File: src/verilog/sbd_params.svh
/*
  Encodings, field positions and reset values for the skip and branch decoder.
  Assumes inclusion by bare name from the package and the design modules.
*/
`ifndef SBD_PARAMS_SVH
`define SBD_PARAMS_SVH
`define SBD_OP_DEC_SKIP 6'h0B
`define SBD_OP_INC_SKIP 6'h0F
`define SBD_OP_BRANCH 3'h5
`define SBD_OP6_MSB 13
`define SBD_OP6_LSB 8
`define SBD_OP3_MSB 13
`define SBD_OP3_LSB 11
`define SBD_DEST_BIT 7
`define SBD_FADDR_MSB 6
`define SBD_LIT_MSB 10
`define SBD_LATCH_MSB 4
`define SBD_LATCH_LSB 3
`define SBD_PC_RST 13'h0000
`define SBD_NOP_WORD 14'h0000
`endif

File: src/verilog/sbd_pkg.sv
/*
  Types shared by the skip and branch decoder.
  Assumes sbd_params.svh is on the include path.
*/
`include "sbd_params.svh"
package sbd_pkg;
  typedef enum logic [1:0] {
    sbd_op_none,
    sbd_op_dec,
    sbd_op_inc,
    sbd_op_branch
  } sbd_op_t;
  typedef struct packed {
    sbd_op_t op;
    logic dest_file;
    logic [6:0] faddr;
    logic [10:0] lit;
  } sbd_dec_t;
  typedef struct packed {
    logic we;
    logic [6:0] addr;
    logic [7:0] data;
  } sbd_wr_t;
endpackage

File: src/verilog/sbd_core.sv
/*
  Executes the count-and-skip and unconditional branch instructions.
  Assumes fetch presents the prefetched word each cycle, the file register
  read port answers combinationally, and an outer unit sequences the program counter.
*/
// Functional notes
// [RULE1] Opcode 001011 decrements the file register
// [RULE2] Destination bit picks W or file
// [RULE3] Zero result flushes prefetch, runs one NOP
// [RULE4] Opcode 001111 increments, same zero skip
// [RULE5] Opcode 101 loads literal into PC low
// [RULE6] Latch bits 4:3 fill PC 12:11
// [RULE7] Branch always takes two cycles
// [RULE8] Status flags never change here
`timescale 1ns/1ps
`include "sbd_params.svh"
module sbd_core (
  // Clock and reset
  input wire logic clk,
  input wire logic rst,
  // Fetch side
  input wire logic [13:0] instr,
  input wire logic [4:0] pc_upper_latch,
  // File register read
  output logic [6:0] file_raddr,
  input wire logic [7:0] file_rdata,
  // Results
  output sbd_pkg::sbd_wr_t file_wr,
  output logic w_we,
  output logic [7:0] w_data,
  output logic pc_load,
  output logic [12:0] pc_target,
  output logic flush,
  output logic status_we,
  output logic busy
);
  import sbd_pkg::*;

  typedef enum logic {sbd_st_exec, sbd_st_bubble} sbd_state_t;

  sbd_dec_t dec;
  sbd_state_t state_reg;
  logic [7:0] result;
  logic exec;

  function automatic logic [7:0] sbd_step(input logic [7:0] v, input logic up);
    sbd_step = up ? v + 8'h01 : v - 8'h01;
  endfunction

  sbd_decode u_dec (
    .instr(instr),
    .dec(dec)
  );

  assign exec = (state_reg == sbd_st_exec);
  assign result = sbd_step(file_rdata, dec.op == sbd_op_inc); // RULE1 RULE4

  always_comb begin
    file_raddr = dec.faddr;
  end

  // Second cycle is a NOP bubble after skip or branch
  always_ff @(posedge clk) begin
    if (rst) begin
      state_reg <= sbd_st_exec;
    end else begin
      unique case (state_reg)
        sbd_st_exec: begin
          if (dec.op == sbd_op_branch) begin
            state_reg <= sbd_st_bubble; // RULE7
          end else if ((dec.op == sbd_op_dec || dec.op == sbd_op_inc) &&
                       result == 8'h00) begin
            state_reg <= sbd_st_bubble; // RULE3
          end
        end
        sbd_st_bubble: state_reg <= sbd_st_exec;
      endcase
    end
  end

  // Result write-back
  always_ff @(posedge clk) begin
    if (rst) begin
      file_wr <= '0;
      w_we <= 1'b0;
      w_data <= 8'h00;
    end else begin
      file_wr.we <= 1'b0;
      w_we <= 1'b0;
      if (exec && (dec.op == sbd_op_dec || dec.op == sbd_op_inc)) begin
        file_wr.we <= dec.dest_file; // RULE2
        file_wr.addr <= dec.faddr;
        file_wr.data <= result;
        w_we <= ~dec.dest_file; // RULE2
        w_data <= result;
      end
    end
  end

  // Program counter and flush
  always_ff @(posedge clk) begin
    if (rst) begin
      pc_load <= 1'b0;
      pc_target <= `SBD_PC_RST;
      flush <= 1'b0;
      busy <= 1'b0;
    end else begin
      pc_load <= 1'b0;
      flush <= 1'b0;
      busy <= 1'b0;
      if (exec && dec.op == sbd_op_branch) begin
        pc_load <= 1'b1;
        pc_target <= {pc_upper_latch[`SBD_LATCH_MSB:`SBD_LATCH_LSB], dec.lit}; // RULE5 RULE6
        flush <= 1'b1; // RULE7
        busy <= 1'b1;
      end else if (exec && (dec.op == sbd_op_dec || dec.op == sbd_op_inc) &&
                   result == 8'h00) begin
        flush <= 1'b1; // RULE3
        busy <= 1'b1;
      end
    end
  end

  // Flags untouched
  always_ff @(posedge clk) begin
    if (rst) begin
      status_we <= 1'b0;
    end else begin
      status_we <= 1'b0; // RULE8
    end
  end

  property p_skip_flush;
    @(posedge clk) disable iff (rst)
      (exec && (dec.op == sbd_op_dec || dec.op == sbd_op_inc) && result == 8'h00)
      |=> flush && !pc_load ##1 !flush;
  endproperty
  a_skip_flush: assert property (p_skip_flush) else $error("skip did not flush once"); // RULE3

  property p_noskip;
    @(posedge clk) disable iff (rst)
      (exec && (dec.op == sbd_op_dec || dec.op == sbd_op_inc) && result != 8'h00) |=> !flush;
  endproperty
  a_noskip: assert property (p_noskip) else $error("flush without zero"); // RULE3

  property p_dec_value;
    @(posedge clk) disable iff (rst)
      (exec && dec.op == sbd_op_dec) |=> (w_data == $past(file_rdata) - 8'h01);
  endproperty
  a_dec_value: assert property (p_dec_value) else $error("decrement wrong"); // RULE1

  property p_inc_value;
    @(posedge clk) disable iff (rst)
      (exec && dec.op == sbd_op_inc) |=> (w_data == $past(file_rdata) + 8'h01);
  endproperty
  a_inc_value: assert property (p_inc_value) else $error("increment wrong"); // RULE4

  property p_dest;
    @(posedge clk) disable iff (rst)
      (exec && (dec.op == sbd_op_dec || dec.op == sbd_op_inc))
      |=> (file_wr.we == $past(dec.dest_file)) && (w_we != file_wr.we);
  endproperty
  a_dest: assert property (p_dest) else $error("destination wrong"); // RULE2

  property p_branch_low;
    @(posedge clk) disable iff (rst)
      (exec && dec.op == sbd_op_branch) |=> pc_load && pc_target[10:0] == $past(instr[10:0]);
  endproperty
  a_branch_low: assert property (p_branch_low) else $error("branch low bits wrong"); // RULE5

  property p_branch_high;
    @(posedge clk) disable iff (rst)
      (exec && dec.op == sbd_op_branch) |=> pc_target[12:11] == $past(pc_upper_latch[4:3]);
  endproperty
  a_branch_high: assert property (p_branch_high) else $error("branch high bits wrong"); // RULE6

  property p_branch_two;
    @(posedge clk) disable iff (rst)
      (exec && dec.op == sbd_op_branch) |=> flush && !exec ##1 exec && !pc_load;
  endproperty
  a_branch_two: assert property (p_branch_two) else $error("branch not two cycles"); // RULE7

  property p_status;
    @(posedge clk) disable iff (rst) !status_we;
  endproperty
  a_status: assert property (p_status) else $error("status written"); // RULE8

  property p_bubble_quiet;
    @(posedge clk) disable iff (rst)
      !exec |=> !flush && !pc_load && !file_wr.we && !w_we;
  endproperty
  a_bubble_quiet: assert property (p_bubble_quiet) else $error("bubble word executed"); // RULE3

  property p_busy;
    @(posedge clk) disable iff (rst) busy == flush;
  endproperty
  a_busy: assert property (p_busy) else $error("busy differs from flush"); // RULE3

  property p_raddr;
    @(posedge clk) disable iff (rst) file_raddr == instr[`SBD_FADDR_MSB:0];
  endproperty
  a_raddr: assert property (p_raddr) else $error("file read address wrong"); // RULE1

  property p_none;
    @(posedge clk) disable iff (rst)
      (exec && dec.op == sbd_op_none) |=> !flush && !pc_load && !file_wr.we && !w_we;
  endproperty
  a_none: assert property (p_none) else $error("other opcode acted"); // RULE4

  property p_target_hold;
    @(posedge clk) disable iff (rst)
      !pc_load |-> $stable(pc_target);
  endproperty
  a_target_hold: assert property (p_target_hold) else $error("target moved without load"); // RULE5

  property p_rst_quiet;
    @(posedge clk)
      rst |=> !flush && !pc_load && !busy && !file_wr.we && !w_we && pc_target == `SBD_PC_RST;
  endproperty
  a_rst_quiet: assert property (p_rst_quiet) else $error("outputs active after reset"); // RULE7

  c_branch: cover property (@(posedge clk) disable iff (rst) exec && dec.op == sbd_op_branch);
  c_skip: cover property (@(posedge clk) disable iff (rst) flush && !pc_load);
  c_file_wr: cover property (@(posedge clk) disable iff (rst) file_wr.we);
  c_inc_skip: cover property (@(posedge clk) disable iff (rst)
    exec && dec.op == sbd_op_inc && result == 8'h00);
endmodule

File: src/verilog/sbd_decode.sv
/*
  Combinational decoder of one 14-bit instruction word.
  Assumes a word from the same clock domain.
*/
`timescale 1ns/1ps
`include "sbd_params.svh"
module sbd_decode (
  // Instruction in
  input wire logic [13:0] instr,
  // Decoded fields
  output sbd_pkg::sbd_dec_t dec
);
  import sbd_pkg::*;
  always_comb begin
    dec.dest_file = instr[`SBD_DEST_BIT];
    dec.faddr = instr[`SBD_FADDR_MSB:0];
    dec.lit = instr[`SBD_LIT_MSB:0];
    if (instr[`SBD_OP6_MSB:`SBD_OP6_LSB] == `SBD_OP_DEC_SKIP) begin
      dec.op = sbd_op_dec; // RULE1
    end else if (instr[`SBD_OP6_MSB:`SBD_OP6_LSB] == `SBD_OP_INC_SKIP) begin
      dec.op = sbd_op_inc; // RULE4
    end else if (instr[`SBD_OP3_MSB:`SBD_OP3_LSB] == `SBD_OP_BRANCH) begin
      dec.op = sbd_op_branch; // RULE5
    end else begin
      dec.op = sbd_op_none;
    end
  end
endmodule

File: config.mk
export PLATFORM = sky130hd
export DESIGN_NAME = sbd_core
export DESIGN_NICKNAME = d
export VERILOG_FILES = /design/src/verilog/sbd_pkg.sv /design/src/verilog/sbd_core.sv /design/src/verilog/sbd_decode.sv
export VERILOG_INCLUDE_DIRS = /design/src /design/src/verilog
export SDC_FILE = /design/constraint.sdc
export NUM_CORES = 1
export LEC_CHECK = 0
export BUFFER_PORTS_ARGS = -buffer_cell sky130_fd_sc_hd__buf_4
export CORE_MARGIN = 3
export CORE_UTILIZATION = 42
export DETAILED_ROUTE_END_ITERATION = 8
export PLACE_DENSITY_LB_ADDON = 0.2
export SLEW_MARGIN = 20
export SYNTH_ARGS = -nofsm -noshare
export SYNTH_HDL_FRONTEND = slang
export SYNTH_HIERARCHICAL = 1
export SYNTH_SLANG_ARGS = --single-unit
File: constraint.sdc
create_clock -name clk -period 2.5 [get_ports clk]
set_input_delay 0.25 -clock clk [delete_from_list [all_inputs] [get_ports clk]]
set_output_delay 0.25 -clock clk [all_outputs]
set_load 0.1 [all_outputs]
### After elaboration in Yosys (flattened, before gate mapping)

Cells that the tools add are included.

| storage, ports and cells | value |
|---|---|
| bits of input ports | 29 |
| word-level logic and storage cells | 36 |
| flip-flop bits (word level) | 33 |

| cells by class | value |
|---|---|
| $add $sub $neg | 2 |
| reduce and logical (&&, ||, !) cells | 7 |
| bitwise gates (word level) | 3 |
| equal/unequal tests | 6 |
| muxes and demuxes | 10 |

Operators by type and width:

| cell | number |
|---|---|
| equality test 6 x 4 -> 1 bit (second input constant) | 2 |
| adder 8 x 1 -> 8 bit (second input constant) | 1 |
| logical NOT 8 bit | 1 |
| two-way mux 8 bit | 1 |
| subtractor 8 x 1 -> 8 bit (second input constant) | 1 |
| two-way mux 2 bit | 3 |
| two-way mux 1 bit | 5 |
| equality test 2 bit (second input constant) | 2 |
| logical AND 1 bit | 4 |
| equality test 3 bit (second input constant) | 1 |
| inverter 1 bit | 3 |
| equality test 2 x 1 -> 1 bit (second input constant) | 1 |
| case mux 1 bit (2 select lines) | 1 |
| OR reduction 2 bit | 1 |
| logical OR 1 bit | 1 |

### Longest topological paths before layout

| depth | value |
|---|---|
| word-level depth | 11 |
| depth in mapped cells | 11 |
| mapped depth without buffers | 11 |

### Hierarchy

Netlist, hierarchy kept.

By module, submodules not included:

| module | sequential area each (um^2) | area each (um^2) | times used | cells each |
|---|---|---|---|---|
| sbd_core | 660.6 | 1571.5 | 1 | 194 |
| sbd_decode | 0.0 | 175.2 | 1 | 25 |

### Worst setup path after synthesis

No wires, ideal clock.

| timing | value |
|---|---|
| path type | input-to-reg |
| from | in instr[10] |
| to | reg busy |
| cell stages on the path | 11 |
| slack | 0.082 ns |
| arrival | 2.303 ns |
| data required time | 2.384 ns |
| path through | nand3b_1 > a21oi_1 > inv_1 > ha_1 > inv_1 > ha_1 > and3_4 > o21a_1 > o311ai_1 > nor2_2 > a31o_1 |

RTL lines:

| item | line | text |
|---|---|---|
| start, declared | sbd_core.sv:22 | `input wire logic [13:0] instr,` |
| end signal, assigned | sbd_core.sv:106 | `busy <= 1'b0;` |
| end signal, assigned | sbd_core.sv:110 | `busy <= 1'b0;` |
| end signal, assigned | sbd_core.sv:115 | `busy <= 1'b1;` |
| end, declared | sbd_core.sv:35 | `output logic busy` |

==> key figures <==
Status
  – Outcome: finished, final reports clean

Synthesis
  – Syn avg cell area: 7.98 µm²
  – Sequential area share after synthesis: 37.8%
  – Simple-Gate Fraction of Synth Area: 20.3%
  – Adder-cell share of the synthesized area: 7.59%
  – XOR/XNOR Fraction of Synth Area: 1.50%
  – Area of the mapped netlist: 1750 µm²
  – Instance count of the mapped netlist: 219
  – Multiplexer share of the synthesized area: 0%
  – Compound-Gate Fraction of Synth Area: 17.3%
  – Ys Warns: 6
  – Flops & latches, synth: 33
  – Main combinational cell family by area after synthesis: simple AND/OR/NAND/NOR gates
  – Syn_nets: 258
  – Synth cell types: 37

Power
  – Pwr dens: 696 nW/µm²
  – Leakage: 1.08 nW
  – Worst VDD drop: 0.382 mV
  – Power, Total: 1.66 mW

STA
  – Worst setup margin: 181 ps
  – Setup Viol. Count Final: 0
  – RSZ-0062 raised after global routing: false
  – Final setup TNS: 0 ps
  – FMAX: 0.431 GHz
  – Post-layout min period: 2320 ps
  – Max_slew headroom: 62.1%
  – Fin crit share: 92.8%
  – Final Hold Viols: 0
  – Slew @ Worst Pin: 569 ps
  – Hold WS: 150 ps
  – Final Slew Violations: 0
  – Skew final: 4.10 ps

Clock network
  – Setup Buffers After CTS: 0
  – Post-CTS sizing: 0
  – Clk sinks: 33
  – Htree depth: 2
  – Clk buf depth: 2
  – CTS clk-pin slew, worst paths: 70 ps
  – CTS hold repair buffers: 0
  – Clock latency on the worst-skew pair: 280 ps
  – Root Driver: clkbuf_8
  – CTS Buf Count: 5
  – CTS tree: built

Die
  – I/O pin total: 78
  – Row cnt: 22
  – Die Y: 70.5 µm
  – Initial Util: 45.7%
  – Die Area: 4970 µm²
  – Die W: 70.5 µm
  – Core footprint: 3830 µm²

Worst setup path
  – Worst Setup Path Type: in2reg
  – Crit path required time: 2680 ps
  – CP arrival: 2500 ps
  – Worst Path Max Fanout: 5
  – Startpoint Class: input pin
  – Crit. End Element: flip-flop

Global routing
  – Largest net degree at the start of global routing: 32
  – GRT Overall Usage: 16.6%
  – Vias in the first global route: 1475
  – Grt total ovfl: 0
  – Antenna violations before repair: 0
  – First-pass GRT wire length: 6.68 mm

Placed design
  – Setup WS pre-CTS: -152 ps
  – Placed Instance Area: 2250 µm²
  – Dpl hpwl: 3.05 mm
  – IO Port Bufs: 73
  – Gpl congestion: 0.767
  – Placed insts: 322

Detailed routing
  – DR vias: 1564
  – WL met2: 1.99 mm
  – DR iter-0 viols: 40
  – Drt pass-1 iters: 4
  – Met3 wire len: 293 µm
  – Residual DRC count: 0
  – Final Routed Wirelength: 4.08 mm
  – WL met1: 1.76 mm
  – Drt via density: 4.74
  – Antenna-violating nets left: 0
  – Wire per inst: 12.4 µm
  – Top Metal Used: met4

Layout
  – Share of cells above drive strength 1: 37.6%
  – Util after Layout: 62.4%
  – Final Cell Area: 2390 µm²
  – Biggest regs: pc_target: 13 flops, file_wr: 8 flops, w_data: 8 flops
  – Nets@finish: 320
  – Area grow syn2layout: 36.6%
  – Largest register FFs: 13
  – Non-Filler Instances: 330
  – Fillers: 367
  – ANT cells: 0
  – Largest Register: pc_target

Hold path
  – Worst min path class: in2reg

Run
  – Max-cap violations: 0
[power by group]
group          leakage [nW]  internal, mW  total, mW  switching [mW]
Sequential            0.268         0.548      0.562          0.0139
Combinational         0.750         0.164      0.586           0.422
Clock                0.0585         0.325      0.514           0.189
[Yosys cell counts]
library cell | count | area [µm²]
or2_2 | 1 | 6.26
a21o_1 | 1 | 7.51
conb_1 | 1 | 3.75
nand2b_1 | 2 | 12.5
inv_1 | 5 | 18.8
a2111o_1 | 1 | 11.3
a21oi_1 | 32 | 160
ha_1 | 9 | 113
nand3b_1 | 1 | 7.51
or2b_1 | 1 | 7.51
clkbuf_1 | 6 | 22.5
xor2_1 | 2 | 17.5
a211o_1 | 1 | 8.76
nor3_1 | 4 | 20.0
a211oi_1 | 3 | 22.5
o211ai_1 | 1 | 7.51
o21ai_0 | 1 | 5.00
o311ai_1 | 1 | 8.76
a31o_1 | 2 | 17.5
and3_4 | 1 | 11.3
nor2b_1 | 3 | 18.8
nand2_1 | 52 | 195
buf_1 | 2 | 7.51
nor3b_1 | 1 | 7.51
dfxtp_1 | 33 | 661
a221oi_1 | 1 | 8.76
xnor2_1 | 1 | 8.76
buf_4 | 29 | 218
nor2_2 | 1 | 6.26
and2_1 | 1 | 6.26
o21a_1 | 3 | 22.5
fa_1 | 1 | 20.0
o311ai_2 | 1 | 16.3
nor4b_1 | 1 | 8.76
nand3_1 | 2 | 10.0
o21ai_1 | 1 | 5.00
nor2_1 | 10 | 37.5
[placed cells by master, fill, tap and decap left out, drive strengths merged, types with 2 or more instances in the layout]
cell | synthesis | final
o21a | 3 | 3
nand2 | 52 | 52
ha | 9 | 9
nor3 | 4 | 4
nand2b | 2 | 2
inv | 5 | 5
nor2b | 3 | 3
clkbuf | 6 | 7
buf | 31 | 92
dfxtp | 33 | 33
nand3 | 2 | 2
a211oi | 3 | 3
nor2 | 11 | 11
xor2 | 2 | 2
o311ai | 2 | 2
a21oi | 32 | 32
a31o | 2 | 2
o21ai | 2 | 2
[critical path, stage by stage]
cell and delay [ps]:
buf_4 110, nand3b_1 150, a21oi_1 190, inv_1 60, ha_1 220, inv_1 150, ha_1 280, a211o_1 290
a2111o_1 380, o311ai_2 110, nor2_2 70, a31o_1 220
[worst paths after layout]
kind | start | slack, ps | cells after the start | end
min reg2reg | pc_target[10]$_SDFFE_PP0P_ | 460 | 2 | pc_target[10]$_SDFFE_PP0P_
max | instr[10] | 180 | 12 | busy$_SDFF_PP0_
min | instr[7] | 150 | 2 | w_we$_SDFF_PP0_
max reg2reg | state_reg$_SDFF_PP0_ | 1170 | 3 | busy$_SDFF_PP0_
[layout make-up]
class | count | area (µm²) | share of cell area, %
Clock inverter | 1 | 30.0 | 1.26
Inverter | 5 | 18.8 | 0.787
Clock buffer | 7 | 86.3 | 3.62
Multi-Input combinational cell | 144 | 840 | 35.2
Tap cell | 48 | 60.1 | 2.52
Sequential cell | 33 | 661 | 27.7
Timing Repair Buffer | 92 | 691 | 28.9
[metal layers]
| layer | GRT usage, % | vias up |
|---|---|---|
| met5 | 0 | - |
| met4 | 5.11 | 0 |
| met3 | 4.75 | 4 |
| met2 | 27.8 | 46 |
| met1 | 20.4 | 691 |
| li1 | - | 823 |
[cell families (layout without fill, tap and decap cells)]
logic type      count (synthesis)  count (layout)
xor+xnor                        3               3
flops                          33              33
compound gates                 49              49
fa+ha+maj                      10              10
simple gates                   81              81
other cells                     1               1
buf+inv                        42             105
Note: power is estimated with default switching activity, not from simulation.
